## src/hw/prs_pkg.sv

```systemverilog
/*
 * prs_pkg: shared types and constants for the power resource sequencer.
 * assumes: consumers use prs_pkg::name, nothing is imported.
 */
package prs_pkg;

    // power mode walk of the whole chip
    typedef enum logic [2:0] {
        MODE_ACTIVE,
        MODE_DOZE,
        MODE_SAVE,
        MODE_DEEP_SLEEP,
        MODE_RESTORE,
        MODE_POWER_DOWN
    } prs_mode_t;

    // per-resource view: on flag and transition flag together
    typedef enum logic [1:0] {
        RES_DISABLED,
        RES_TRANS_ON,
        RES_ENABLED,
        RES_TRANS_OFF
    } prs_res_state_t;

    // chip-wide controls driven by the mode walk
    typedef struct packed {
        logic mainClockEnable;
        logic clockFast;
        logic regulatorsOn;
        logic coreRetainSave;
        logic coreRestore;
        logic coreResetHold;
        logic ioTristate;
        logic inputDisable;
    } prs_mode_ctrl_t;

    // oscillator, wake and power pin inputs, synchroniser bit positions
    localparam int SYNC_W = 5;
    localparam int SYNC_LPO = 0;
    localparam int SYNC_REG_ON = 1;
    localparam int SYNC_HIB = 2;
    localparam int SYNC_EXT_IRQ = 3;
    localparam int SYNC_USB_RESUME = 4;

    localparam logic PULL_DOWN_RST = 1'b1;
    localparam prs_mode_t MODE_RST = MODE_POWER_DOWN;
    localparam prs_mode_ctrl_t MODE_CTRL_RST = '{
        mainClockEnable: 1'b0,
        clockFast: 1'b0,
        regulatorsOn: 1'b0,
        coreRetainSave: 1'b0,
        coreRestore: 1'b0,
        coreResetHold: 1'b1,
        ioTristate: 1'b1,
        inputDisable: 1'b1
    };

endpackage

```

## src/hw/pmu_resource_sequencer.sv

```systemverilog
/*
 * pmu_resource_sequencer: resource request gathering, dependency closure,
 * per-resource on/off timers on low power oscillator ticks, and the chip
 * power mode walk (active, doze, deep-sleep with retention, power-down).
 * assumes: clk at 100 MHz; the oscillator, enable pin, hibernate input and
 * wake sources are asynchronous pins; core requests and controls are on clk.
 */
`timescale 1ns/1ns
`default_nettype none

// Behaviour
// (RQ1) request is core clock requests, minimum mask and active request timers
// (RQ2) each core clock request maps to the resources making that clock
// (RQ3) each resource is enabled, disabled, turning on or turning off
// (RQ4) timer is zero when stable, nonzero while in transition
// (RQ5) timer loads on or off delay, counts down per oscillator tick
// (RQ6) timer at zero ends transition into enabled or disabled
// (RQ7) at zero clear transition flag and invert on flag
// (RQ8) zero enable delay means immediate disabled to enabled
// (RQ9) zero disable delay means immediate enabled to disabled
// (RQ10) required set recomputed each tick from requests and dependencies
// (RQ11) all nonzero timers decrement together each tick
// (RQ12) turn off only if enabled, unrequested, no powered dependents
// (RQ13) turn on only if disabled, requested, all dependencies enabled
// (RQ14) active mode: required regulators on, clock speed follows demand
// (RQ15) doze stops main clocks, oscillator keeps sequencer running
// (RQ16) core state saved before deep-sleep and restored after wake
// (RQ17) deep-sleep exit on request timer expiry, interrupt or usb resume
// (RQ18) power-down turns every regulator off until enable returns
// (RQ19) shutdown tristates outputs, disables inputs, retains nothing
// (RQ20) enable pin high means regulators on, low means reset and off
// (RQ21) enable pin pull-down on after reset, can be switched off
// (RQ22) low hibernate request disables regulators, mirrored to output
// (RQ23) resource count, timer width and dependency table are parameters
module pmu_resource_sequencer #(
    parameter int NUM_RES = 8,
    parameter int TIMER_W = 8,
    parameter int NUM_CORES = 2,
    parameter int RET_WORDS = 4,
    parameter int RET_W = 32,
    parameter logic [NUM_RES*NUM_RES-1:0] DEP_TABLE = '0,
    parameter logic [NUM_CORES*NUM_RES-1:0] CLK_MAP = '1
) (
    input wire logic clk,
    input wire logic rst,
    input wire logic lowPowerOscillator,
    input wire logic regulatorEnablePin,
    input wire logic hibernateRegulatorRequestIn,
    input wire logic extInterrupt,
    input wire logic usbResume,
    input wire logic [NUM_CORES-1:0] coreClockRequest,
    input wire logic [NUM_RES-1:0] minimumResourceMask,
    input wire logic [NUM_RES*TIMER_W-1:0] timeOn,
    input wire logic [NUM_RES*TIMER_W-1:0] timeOff,
    input wire logic reqTimerLoad,
    input wire logic [TIMER_W-1:0] reqTimerValue,
    input wire logic [NUM_RES-1:0] reqTimerMask,
    input wire logic dozeRequest,
    input wire logic deepSleepRequest,
    input wire logic pullDownDisable,
    input wire logic [RET_WORDS*RET_W-1:0] coreStateIn,
    output logic [NUM_RES-1:0] resourceOnFlag,
    output logic [NUM_RES-1:0] resourceTransitionFlag,
    output logic [NUM_RES-1:0] regulatorEnable,
    output prs_pkg::prs_mode_ctrl_t modeCtrl,
    output prs_pkg::prs_mode_t powerMode,
    output logic hibernateRegulatorRequestOut,
    output logic pullDownEnable,
    output logic [RET_WORDS*RET_W-1:0] coreStateOut
);

    // RQ23
    if (NUM_RES < 1 || TIMER_W < 1 || NUM_CORES < 1 || RET_WORDS < 1 || RET_W < 1) begin
        $error("pmu_resource_sequencer: parameters must all be at least one");
    end

    // a resource needing itself could never start, so refuse such a table
    for (genvar d = 0; d < NUM_RES; d++) begin : gSelfDep
        if (DEP_TABLE[d*NUM_RES + d]) begin
            $error("pmu_resource_sequencer: a resource cannot depend on itself");
        end
    end

    logic [prs_pkg::SYNC_W-1:0] syncA_reg;
    logic [prs_pkg::SYNC_W-1:0] syncB_reg;
    logic lpoPrev_reg;
    logic tick;
    logic powerOk;
    logic wake;
    logic [TIMER_W-1:0] reqTimer_reg;
    logic reqTimerExpire;
    logic [NUM_RES-1:0] baseReq;
    logic [NUM_RES-1:0] required;
    logic [NUM_RES-1:0] stableOn;
    logic [NUM_RES-1:0] powered;
    logic [NUM_RES-1:0] onFlag_reg;
    logic [NUM_RES-1:0] pending_reg;
    logic [TIMER_W-1:0] timer_reg [NUM_RES];
    logic [RET_W-1:0] retainMem_reg [RET_WORDS];
    prs_pkg::prs_mode_t mode_reg;
    prs_pkg::prs_mode_t mode_next;
    prs_pkg::prs_mode_ctrl_t ctrl_next;

    // only the second stage is read by logic
    always_ff @(posedge clk or posedge rst) begin
        if (rst) begin
            syncA_reg <= '0;
            syncB_reg <= '0;
            lpoPrev_reg <= 1'b0;
        end else begin
            syncA_reg <= {usbResume, extInterrupt, hibernateRegulatorRequestIn,
                          regulatorEnablePin, lowPowerOscillator};
            syncB_reg <= syncA_reg;
            lpoPrev_reg <= syncB_reg[prs_pkg::SYNC_LPO];
        end
    end

    // one sequencer step per rising oscillator edge
    assign tick = syncB_reg[prs_pkg::SYNC_LPO] & ~lpoPrev_reg; // RQ5
    // RQ20 RQ22
    assign powerOk = syncB_reg[prs_pkg::SYNC_REG_ON] & syncB_reg[prs_pkg::SYNC_HIB];

    // resource request timer, counted on sequencer ticks
    always_ff @(posedge clk or posedge rst) begin
        if (rst) begin
            reqTimer_reg <= '0;
        end else if (!powerOk) begin
            reqTimer_reg <= '0;
        end else if (reqTimerLoad) begin
            reqTimer_reg <= reqTimerValue;
        end else if (tick && reqTimer_reg != '0) begin
            reqTimer_reg <= reqTimer_reg - 1'b1;
        end
    end
    assign reqTimerExpire = tick && reqTimer_reg == {{(TIMER_W-1){1'b0}}, 1'b1};

    // closure over the dependency table; resource i needs the bits of row i
    function automatic logic [NUM_RES-1:0] closeDeps(input logic [NUM_RES-1:0] req);
        logic [NUM_RES-1:0] acc;
        acc = req;
        for (int pass = 0; pass < NUM_RES; pass++) begin
            for (int i = 0; i < NUM_RES; i++) begin
                if (acc[i]) begin
                    acc = acc | DEP_TABLE[i*NUM_RES +: NUM_RES];
                end
            end
        end
        return acc;
    endfunction

    always_comb begin
        baseReq = minimumResourceMask; // RQ1
        if (reqTimer_reg != '0) begin
            baseReq = baseReq | reqTimerMask; // RQ1
        end
        for (int c = 0; c < NUM_CORES; c++) begin
            if (coreClockRequest[c]) begin
                baseReq = baseReq | CLK_MAP[c*NUM_RES +: NUM_RES]; // RQ2
            end
        end
    end

    assign required = closeDeps(baseReq); // RQ10
    assign stableOn = onFlag_reg & ~pending_reg;
    assign powered = onFlag_reg | pending_reg;

    // per-resource walk: on flag and transition flag encode the four states
    for (genvar r = 0; r < NUM_RES; r++) begin : gRes
        logic [NUM_RES-1:0] dependents;
        logic [TIMER_W-1:0] onDelay;
        logic [TIMER_W-1:0] offDelay;

        always_comb begin
            dependents = '0;
            for (int j = 0; j < NUM_RES; j++) begin
                dependents[j] = DEP_TABLE[j*NUM_RES + r];
            end
        end
        assign onDelay = timeOn[r*TIMER_W +: TIMER_W];
        assign offDelay = timeOff[r*TIMER_W +: TIMER_W];

        always_ff @(posedge clk or posedge rst) begin
            if (rst) begin
                onFlag_reg[r] <= 1'b0;
                pending_reg[r] <= 1'b0;
                timer_reg[r] <= '0;
            end else if (!powerOk) begin
                // held in reset: nothing survives the low enable
                onFlag_reg[r] <= 1'b0; // RQ20
                pending_reg[r] <= 1'b0;
                timer_reg[r] <= '0;
            end else if (tick) begin
                if (timer_reg[r] != '0) begin // RQ3
                    timer_reg[r] <= timer_reg[r] - 1'b1; // RQ11
                    if (timer_reg[r] == {{(TIMER_W-1){1'b0}}, 1'b1}) begin
                        pending_reg[r] <= 1'b0; // RQ6 RQ7
                        onFlag_reg[r] <= ~onFlag_reg[r]; // RQ7
                    end
                end else if (!onFlag_reg[r] && !pending_reg[r] && required[r]
                             && (DEP_TABLE[r*NUM_RES +: NUM_RES] & ~stableOn) == '0) begin // RQ13
                    if (onDelay == '0) begin
                        onFlag_reg[r] <= 1'b1; // RQ8
                    end else begin
                        timer_reg[r] <= onDelay; // RQ5 RQ4
                        pending_reg[r] <= 1'b1;
                    end
                end else if (stableOn[r] && !required[r]
                             && (dependents & powered) == '0) begin // RQ12
                    if (offDelay == '0) begin
                        onFlag_reg[r] <= 1'b0; // RQ9
                    end else begin
                        timer_reg[r] <= offDelay; // RQ5 RQ4
                        pending_reg[r] <= 1'b1;
                    end
                end
            end
        end
    end

    // deep-sleep exit sources
    assign wake = reqTimerExpire | syncB_reg[prs_pkg::SYNC_EXT_IRQ]
                  | syncB_reg[prs_pkg::SYNC_USB_RESUME]; // RQ17

    always_comb begin
        mode_next = mode_reg;
        case (mode_reg)
            prs_pkg::MODE_ACTIVE: begin
                if (dozeRequest) begin
                    mode_next = prs_pkg::MODE_DOZE;
                end else if (deepSleepRequest) begin
                    mode_next = prs_pkg::MODE_SAVE; // RQ16
                end
            end
            prs_pkg::MODE_DOZE: begin
                if (wake) begin
                    mode_next = prs_pkg::MODE_ACTIVE; // RQ15
                end
            end
            prs_pkg::MODE_SAVE: begin
                mode_next = prs_pkg::MODE_DEEP_SLEEP;
            end
            prs_pkg::MODE_DEEP_SLEEP: begin
                if (wake) begin
                    mode_next = prs_pkg::MODE_RESTORE; // RQ17
                end
            end
            prs_pkg::MODE_RESTORE: begin
                mode_next = prs_pkg::MODE_ACTIVE;
            end
            prs_pkg::MODE_POWER_DOWN: begin
                mode_next = prs_pkg::MODE_ACTIVE; // RQ18
            end
            default: begin
                mode_next = prs_pkg::MODE_POWER_DOWN;
            end
        endcase
        if (!powerOk) begin
            mode_next = prs_pkg::MODE_POWER_DOWN; // RQ18 RQ22
        end
    end

    always_comb begin
        ctrl_next.mainClockEnable = mode_next == prs_pkg::MODE_ACTIVE
                                    || mode_next == prs_pkg::MODE_SAVE
                                    || mode_next == prs_pkg::MODE_RESTORE; // RQ15
        ctrl_next.clockFast = mode_next == prs_pkg::MODE_ACTIVE && coreClockRequest != '0; // RQ14
        ctrl_next.regulatorsOn = mode_next != prs_pkg::MODE_POWER_DOWN; // RQ18
        ctrl_next.coreRetainSave = mode_next == prs_pkg::MODE_SAVE; // RQ16
        ctrl_next.coreRestore = mode_next == prs_pkg::MODE_RESTORE; // RQ16
        ctrl_next.coreResetHold = mode_next == prs_pkg::MODE_POWER_DOWN; // RQ20
        ctrl_next.ioTristate = mode_next == prs_pkg::MODE_POWER_DOWN; // RQ19
        ctrl_next.inputDisable = mode_next == prs_pkg::MODE_POWER_DOWN; // RQ19
    end

    always_ff @(posedge clk or posedge rst) begin
        if (rst) begin
            mode_reg <= prs_pkg::MODE_RST;
            powerMode <= prs_pkg::MODE_RST;
            modeCtrl <= prs_pkg::MODE_CTRL_RST;
        end else begin
            mode_reg <= mode_next;
            powerMode <= mode_next;
            modeCtrl <= ctrl_next;
        end
    end

    // retention lives in the always-on domain; power-down wipes it anyway
    always_ff @(posedge clk or posedge rst) begin
        if (rst) begin
            for (int w = 0; w < RET_WORDS; w++) begin
                retainMem_reg[w] <= '0;
            end
            coreStateOut <= '0;
        end else if (!powerOk) begin
            for (int w = 0; w < RET_WORDS; w++) begin
                retainMem_reg[w] <= '0; // RQ19
            end
            coreStateOut <= '0;
        end else if (mode_reg == prs_pkg::MODE_ACTIVE && mode_next == prs_pkg::MODE_SAVE) begin
            for (int w = 0; w < RET_WORDS; w++) begin
                retainMem_reg[w] <= coreStateIn[w*RET_W +: RET_W]; // RQ16
            end
        end else if (mode_next == prs_pkg::MODE_RESTORE) begin
            for (int w = 0; w < RET_WORDS; w++) begin
                coreStateOut[w*RET_W +: RET_W] <= retainMem_reg[w]; // RQ16
            end
        end
    end

    // status flags trail the internal walk by one clock
    always_ff @(posedge clk or posedge rst) begin
        if (rst) begin
            resourceOnFlag <= '0;
            resourceTransitionFlag <= '0;
        end else begin
            resourceOnFlag <= onFlag_reg;
            resourceTransitionFlag <= pending_reg;
        end
    end

    // gated by power too, so a low enable drops them without waiting for a tick
    always_ff @(posedge clk or posedge rst) begin
        if (rst) begin
            regulatorEnable <= '0;
        end else begin
            regulatorEnable <= powerOk ? onFlag_reg : '0; // RQ14 RQ20 RQ22
        end
    end

    // mirrored for the external loop back onto the enable pin
    always_ff @(posedge clk or posedge rst) begin
        if (rst) begin
            hibernateRegulatorRequestOut <= 1'b0;
        end else begin
            hibernateRegulatorRequestOut <= syncB_reg[prs_pkg::SYNC_HIB]; // RQ22
        end
    end

    // pull-down on out of reset; a control level may switch it off
    always_ff @(posedge clk or posedge rst) begin
        if (rst) begin
            pullDownEnable <= prs_pkg::PULL_DOWN_RST;
        end else begin
            pullDownEnable <= ~pullDownDisable; // RQ21
        end
    end

endmodule

`default_nettype wire

```

## config.mk

```make
export PLATFORM = sky130hd
export DESIGN_NAME = pmu_resource_sequencer
export DESIGN_NICKNAME = d
export VERILOG_FILES = /design/src/hw/prs_pkg.sv /design/src/hw/pmu_resource_sequencer.sv
export SDC_FILE = /design/constraint.sdc
export NUM_CORES = 1
export LEC_CHECK = 0
export BUFFER_PORTS_ARGS = -buffer_cell sky130_fd_sc_hd__buf_4
export CAP_MARGIN = 20
export CORE_MARGIN = 2
export CORE_UTILIZATION = 30
export CTS_CLUSTER_DIAMETER = 100
export DETAILED_ROUTE_END_ITERATION = 12
export PLACE_DENSITY = 0.64
export SLEW_MARGIN = 5
export SYNTH_ARGS = -nofsm -noshare
export SYNTH_HDL_FRONTEND = slang
export SYNTH_SLANG_ARGS = --single-unit
```

## constraint.sdc

```tcl
create_clock -name clk -period 11.2 [get_ports clk]
set_input_delay 1.12 -clock clk [delete_from_list [all_inputs] [get_ports clk]]
set_output_delay 1.12 -clock clk [all_outputs]
set_load 0.05 [all_outputs]
```

==> metrics, run 1 <==
final net count=2837; actual slew at the worst max-slew pin=1.15 ns; Rows=92; final clock skew=0.0264 ns; TritonCTS buffer count=47; H-tree levels=2; share of layout cells above drive strength 1=24.7%; fin crit share=34.2%; sequential element share of the synthesized area=51.3%; total of buffers placed on input and output ports=457; worst hold margin=0.347 ns; setup bufs post-CTS=0; area of the die=0.0654 mm^2; top library cells by usage in the layout, fill and taps aside=595 x nand2_1, 474 x buf_4, 386 x dfrtp_1, 205 x o21ai_0, 195 x a21oi_1; Hold Buf Count CTS=0; min-delay worst type=register to register; first-pass GRT wire length=96.9 mm; yosys warns=0; data arrival time of the critical path=4.33 ns; switching share of power=31.0%; number of flops mapped to enable cells by yosys=0; vias in the first global route=16500; asr flop ratio synth=100%; crit path time final=3.83 ns; flip-flop and latch area=0.00976 mm^2; fill cell instance count of the final layout=6392; TritonCTS clock tree=done; routability-driven placement congestion ratio=0.940; clock sink count=390; Synth Register Bits=390; share of power burned in the clock network=39.3%; most common cell after layout, fill and taps aside=nand2_1; area added between synthesis and finish=30.3%; Pre-Repair DR Iteration Count=5; net count of the mapped netlist=2438; max-capacitance violation count=0; remaining routing DRC violations=0; insertion delay to the later sink of the worst-skew pair=0.59 ns; final wirelength=62.3 mm; max_slew headroom=23.0%; floorplan die width=256 um; floorplan core area=0.0629 mm^2; Iteration-0 DRC Markers=1308; Detailed Place HPWL=43.3 mm; Worst-path clk slew=0.06 ns; unrepaired setup endpoints after global routing=no; result of the run=finished, final reports clean; most common flop cell mapped by yosys=dfrtp_1; data required time of the critical path=11.70 ns; category of the worst setup path launch point=register; maximum net fanout on the critical path=70; part of the total power dissipated in sequential elements=39.1%; clock tree root buffer cell=clkbuf_16; global-route usage over all layers=18.5%; final-report hold violation count=0; WS Path Type=register to register; Post-Syn Area per Cell=8.98 um^2; post-detailed-route via-to-cell ratio=5.02; P_sw=0.00122 W; count of final setup violators=0; Comb pwr share=21.6%; DR WL/cell=18.3 um; areal power density over the cells=159 mW/mm^2; highest clock rate=261 MHz; leakage component of the power=11.2 nW; Resize count post-CTS=0; Unique masters post-synth=88; pin count of the biggest net entering global routing=165; Syn Std Cell Area=0.0190 mm^2; Starting Density=30.3%; internal power=0.00272 W; worst vdd ir=0.0000979 V; via count=17100; overall die height=256 um; CP endpoint kind=register; final setup TNS=0 ns; Synth Instances=2119; Final Max Tran Viols=0; multi-input gate area in the final layout=0.00861 mm^2; initial antenna violation count=5; number of buffers on the longest clock path=3; Ports=458; Routed Antenna Nets=0; total gr overflow=0
## critical path, cell delays in order (launching register included)
cell     delay, ns
dfrtp_1       0.47
nor4_4        0.79
a311o_1       0.33
nand4_1       0.11
buf_4         0.35
inv_4         0.57
buf_4         0.72
nand2_1       0.14
a21oi_1       0.15
## power groups by stage
| stage | clock network [W] | logic, W | registers [W] |
|---|---|---|---|
| 2_1_floorplan | 0 | 0.000569 | 0.00158 |
| 5_1_grt | 0.00165 | 0.000937 | 0.00155 |
| 3_3_place_gp | 0 | 0.000838 | 0.00156 |
| 6_report | 0.00155 | 0.000851 | 0.00154 |
| 3_5_place_dp | 0 | 0.000839 | 0.00156 |
| 4_1_cts | 0.00159 | 0.000845 | 0.00154 |
## stage by stage
step | instance area, um^2 | std cells | setup slack (ns) | util (%) | power (W)
after CTS | 24700 | 3399 | 7.33 | 39.4 | 0.00398
final | 24800 | 3403 | 7.37 | 39.4 | 0.00394
after detailed placement | 23200 | 3313 | 6.99 | 36.9 | 0.00240
after global routing | 24800 | 3401 | 7.05 | 39.4 | 0.00414
after global placement | 23200 | 3313 | 7.07 | 36.9 | 0.00240
after floorplan | 19000 | 2119 | 4.84 | - | 0.00214
## cell usage after synthesis, types with 12 or more instances
library cell / number / area (um^2)
nand2_1: 596 / 2240
mux2i_1: 39 / 390
dfrtp_1: 386 / 9660
o31ai_1: 18 / 135
buf_2: 14 / 70.1
nor4_1: 33 / 206
a21oi_1: 195 / 976
o21ai_0: 205 / 1030
a221o_1: 14 / 140
mux2_2: 28 / 315
clkbuf_1: 102 / 383
and3_1: 17 / 106
nor2_1: 97 / 364
inv_1: 36 / 135
nand3_1: 19 / 95.1
ha_1: 26 / 325
nand4_1: 12 / 75.1
a31oi_1: 25 / 156
nor3_1: 26 / 130
## metal layers
metal / GRT usage (%) / wire length, um
met1: 24.3 / 26600
met4: 5.33 / 1740
met3: 6.98 / 6280
met2: 28.3 / 27700
met5: 0 / 51
## cell type report
| cell class | count | area share [%] |
|---|---|---|
| diodes | 2 | 0.0202 |
| clock buffers | 66 | 5.40 |
| clock inverters | 20 | 0.954 |
| inverters | 36 | 0.571 |
| multi-input cells | 1566 | 34.7 |
| flip-flops and latches | 390 | 39.4 |
| well taps | 846 | 4.27 |
| repair buffers | 477 | 14.6 |
## cells by family after synthesis
kind of cell,Yosys count,share of synthesized area (%)
mux,69,3.85
fa+ha+maj,26,1.71
simple gates,883,20.3
buf+inv,163,3.51
xor+xnor,5,0.230
compound gates,583,19.1
flops,390,51.3
## worst paths after layout
path                                     endpoint  slack, ns  depth (start not counted)       startpoint
min in group asynchronous       coreStateOut[115]       0.62                          3              rst
worst max-delay path             coreStateOut[20]       7.37                          8  reqTimer_reg[4]
worst max register to register   coreStateOut[20]       7.37                          8  reqTimer_reg[4]
worst min register to register       syncB_reg[3]       0.35                          0     syncA_reg[3]
worst min-delay path                 syncB_reg[3]       0.35                          0     syncA_reg[3]
max in group asynchronous           timer_reg[43]       8.97                          5              rst
Power figures use the tool's default switching activity.
==> run 2: changes to the inputs <==
--- a/config.mk
+++ b/config.mk
@@ -11,7 +11,7 @@
 export CORE_UTILIZATION = 30
 export CTS_CLUSTER_DIAMETER = 100
 export DETAILED_ROUTE_END_ITERATION = 12
-export PLACE_DENSITY = 0.64
+export PLACE_DENSITY = 0.62
 export SLEW_MARGIN = 5
 export SYNTH_ARGS = -nofsm -noshare
 export SYNTH_HDL_FRONTEND = slang
==> constraint.sdc (replaced) <==
create_clock -name clk -period 3.6 [get_ports clk]
set_input_delay 0.36 -clock clk [delete_from_list [all_inputs] [get_ports clk]]
set_output_delay 0.36 -clock clk [all_outputs]
set_load 0.05 [all_outputs]
==> metrics, run 2 (synthesis gave the netlist of run 1 again) <==
result of the run=finished, final reports clean (unchanged); library cell contributing the largest single delay on the critical path=or3b_2 (was nor4_4); setup bufs post-CTS=0 (unchanged); highest clock rate=333 MHz (was 261 MHz); fill cell instance count of the final layout=6224 (was 6392); Resize count post-CTS=0 (unchanged); post-detailed-route via-to-cell ratio=5.16 (was 5.02); final wirelength=69.0 mm (was 62.3 mm); Iteration-0 DRC Markers=1458 (was 1308); flop2flop setup slack=0.60 ns (was 7.37 ns); Routed Antenna Nets=0 (unchanged); Worst Setup SP=reqTimer_reg[0] (was reqTimer_reg[4]); first-pass GRT wire length=108 mm (was 96.9 mm); Placement Cell Area=0.0235 mm^2 (was 0.0232 mm^2); min-delay worst type=input pin to register (was register to register); unrepaired setup endpoints after global routing=no (unchanged); uppermost signal routing layer after detailed routing=met5 (unchanged); total of buffers placed on input and output ports=457 (unchanged); P_sw=0.00390 W (was 0.00122 W); final clock skew=0.0171 ns (was 0.0264 ns); Met1 Wirelength=29.0 mm (was 26.6 mm); floorplan die width=256 um (unchanged); areal power density over the cells=471 mW/mm^2 (was 159 mW/mm^2); Pre-Repair DR Iteration Count=5 (unchanged); insertion delay to the later sink of the worst-skew pair=0.58 ns (was 0.59 ns); clock sink count=390 (unchanged); CP endpoint kind=register (unchanged); routability-driven placement congestion ratio=0.966 (was 0.940); maximum net fanout on the critical path=8 (was 70); CP cell instances=inv_1 -> ha_1 -> or3b_2 -> buf_4 -> o21ai_2 -> a211oi_4 -> a221oi_4 -> nor2_2 -> mux2_2 (was nor4_4 -> a311o_1 -> nand4_1 -> buf_4 -> inv_4 -> buf_4 -> nand2_1 -> a21oi_1); TritonCTS clock tree=done (unchanged); Hold Crit Start=reqTimerValue[6] (was syncA_reg[3]); global-route usage over all layers=20.5% (was 18.5%); final-report hold violation count=0 (unchanged); top library cells by usage in the layout, fill and taps aside=595 x nand2_1, 488 x buf_4, 386 x dfrtp_1, 205 x o21ai_0, 195 x a21oi_1 (was 595 x nand2_1, 474 x buf_4, 386 x dfrtp_1, 205 x o21ai_0, 195 x a21oi_1); data arrival time of the critical path=3.46 ns (was 4.33 ns); H-tree levels=2 (unchanged); Starting Density=30.3% (unchanged); max-capacitance violation count=0 (unchanged); total power consumption of the routed design=0.0124 W (was 0.00394 W); depth of the worst register-to-register path=9 (was 8); Worst Hold End=reqTimer_reg[6] (was syncB_reg[3]); WL met3=6.25 mm (was 6.28 mm); share of power burned in the clock network=37.9% (was 39.3%); share of layout cells above drive strength 1=23.9% (was 24.7%); overall die height=256 um (unchanged); final net count=2992 (was 2837); peak per-stage delay on the critical path=0.66 ns (was 0.79 ns); max_slew headroom=29.0% (was 23.0%); Final Cell Area=0.0263 mm^2 (was 0.0248 mm^2); Hold Buf Count CTS=133 (was 0); Final Max Tran Viols=0 (unchanged); Critical R2R Capture=timer_reg[49] (was coreStateOut[20]); most common cell after layout, fill and taps aside=nand2_1 (unchanged); Rows=92 (unchanged); Worst-path clk slew=0.06 ns (about the same); area of the die=0.0654 mm^2 (unchanged); category of the worst setup path launch point=register (unchanged); actual slew at the worst max-slew pin=1.06 ns (was 1.15 ns); leakage component of the power=11.8 nW (was 11.2 nW); flip-flop and latch area=0.00976 mm^2 (unchanged); DR WL/cell=19.4 um (was 18.3 um); fin crit share=83.4% (was 34.2%); startpoint of the worst register-to-register path=reqTimer_reg[0] (was reqTimer_reg[4]); WS Path Type=register to register (unchanged); area added between synthesis and finish=38.3% (was 30.3%); worst vdd ir=0.000356 V (was 0.0000979 V); part of the total power dissipated in sequential elements=38.7% (was 39.1%); internal power=0.00849 W (was 0.00272 W); total gr overflow=0 (unchanged); TritonCTS buffer count=47 (unchanged); Cells on Worst Hold Path=3 (was 0); Detailed Place HPWL=47.7 mm (was 43.3 mm); via count=18400 (was 17100); clock tree root buffer cell=clkbuf_16 (unchanged); remaining routing DRC violations=0 (unchanged); floorplan core area=0.0629 mm^2 (unchanged); multi-input gate area in the final layout=0.00861 mm^2 (unchanged); data required time of the critical path=4.05 ns (was 11.70 ns); vias in the first global route=18500 (was 16500); Ports=458 (unchanged); initial antenna violation count=4 (was 5); count of final setup violators=0 (unchanged); switching share of power=31.5% (was 31.0%); detailed-routed wire length on met2=32.0 mm (was 27.7 mm); number of buffers on the longest clock path=3 (unchanged); Comb pwr share=23.4% (was 21.6%); crit path time final=3.00 ns (was 3.83 ns); pin count of the biggest net entering global routing=129 (was 165)
-- run 2: cell types whose count changed in the layout (fill, tap and decap cells not counted), sizes merged --
cell / before / now
clkinv: 13 / 9
buf: 477 / 499
diode: 2 / 1
clkinvlp: 4 / 2
bufinv: 3 / 1
dlygate4sd3: 0 / 133
clkbuf: 66 / 75
-- run 2: worst max-delay path by stage --
stage | end | slack [ns] | cells past startpoint
2_1_floorplan | coreStateOut[0] | -2.00 | 1
3_3_place_gp | timer_reg[41] | 0.65 | 8
3_5_place_dp | timer_reg[41] | 0.56 | 8
4_1_cts | timer_reg[41] | 0.54 | 8
5_1_grt | timer_reg[25] | 0.41 | 8
6_report | timer_reg[49] | 0.60 | 9
-- run 2: worst max-delay path, delay by kind of cell (launching register included) --
family,cells,cell delay (ns)
multiplexers,1,0.29
AO/OA/AOI/OAI,3,0.83
buffers and inverters,2,0.37
flip-flops,1,0.41
adder cells (fa/ha/maj),1,0.21
AND/OR/NAND/NOR,2,0.78
-- run 2: metal layers --
layer | vias to the layer above | track usage [%]
met5 | - | 0
met2 | 761 | 33.0
met3 | 112 | 6.19
met1 | 8978 | 26.5
li1 | 8518 | -
met4 | 6 | 5.86
-- run 2: area by class of cell --
| cell class | instances | share of cell area, % |
|---|---|---|
| antenna | 1 | 0.00951 |
| inverter | 36 | 0.538 |
| sequential | 390 | 37.1 |
| clock buffer | 75 | 5.29 |
| clock inverter | 12 | 0.447 |
| tap | 846 | 4.02 |
| timing repair buffer | 632 | 19.8 |
| multi-input combinational | 1566 | 32.7 |
-- run 2: per-stage QoR --
stage / cells / utilization, % / setup WS [ns] / setup TNS, ns / hold slack (ns)
2_1_floorplan: 2119 / - / -2.00 / -775.27 / 0.331
3_3_place_gp: 3336 / 37.3 / 0.647 / 0 / 0.335
3_5_place_dp: 3336 / 37.3 / 0.558 / 0 / 0.335
4_1_cts: 3556 / 41.8 / 0.541 / 0 / 0.0102
5_1_grt: 3558 / 41.8 / 0.412 / 0 / 0.0372
6_report: 3558 / 41.8 / 0.596 / 0 / 0.0506
-- run 2: power groups by stage --
| stage | Clock, W | Combinational, W | Sequential (W) |
|---|---|---|---|
| finish | 0.00470 | 0.00290 | 0.00479 |
| detailed placement | 0 | 0.00274 | 0.00486 |
| global route | 0.00500 | 0.00318 | 0.00481 |
| CTS | 0.00484 | 0.00287 | 0.00478 |
| global placement | 0 | 0.00270 | 0.00485 |
| floorplan | 0 | 0.00177 | 0.00490 |
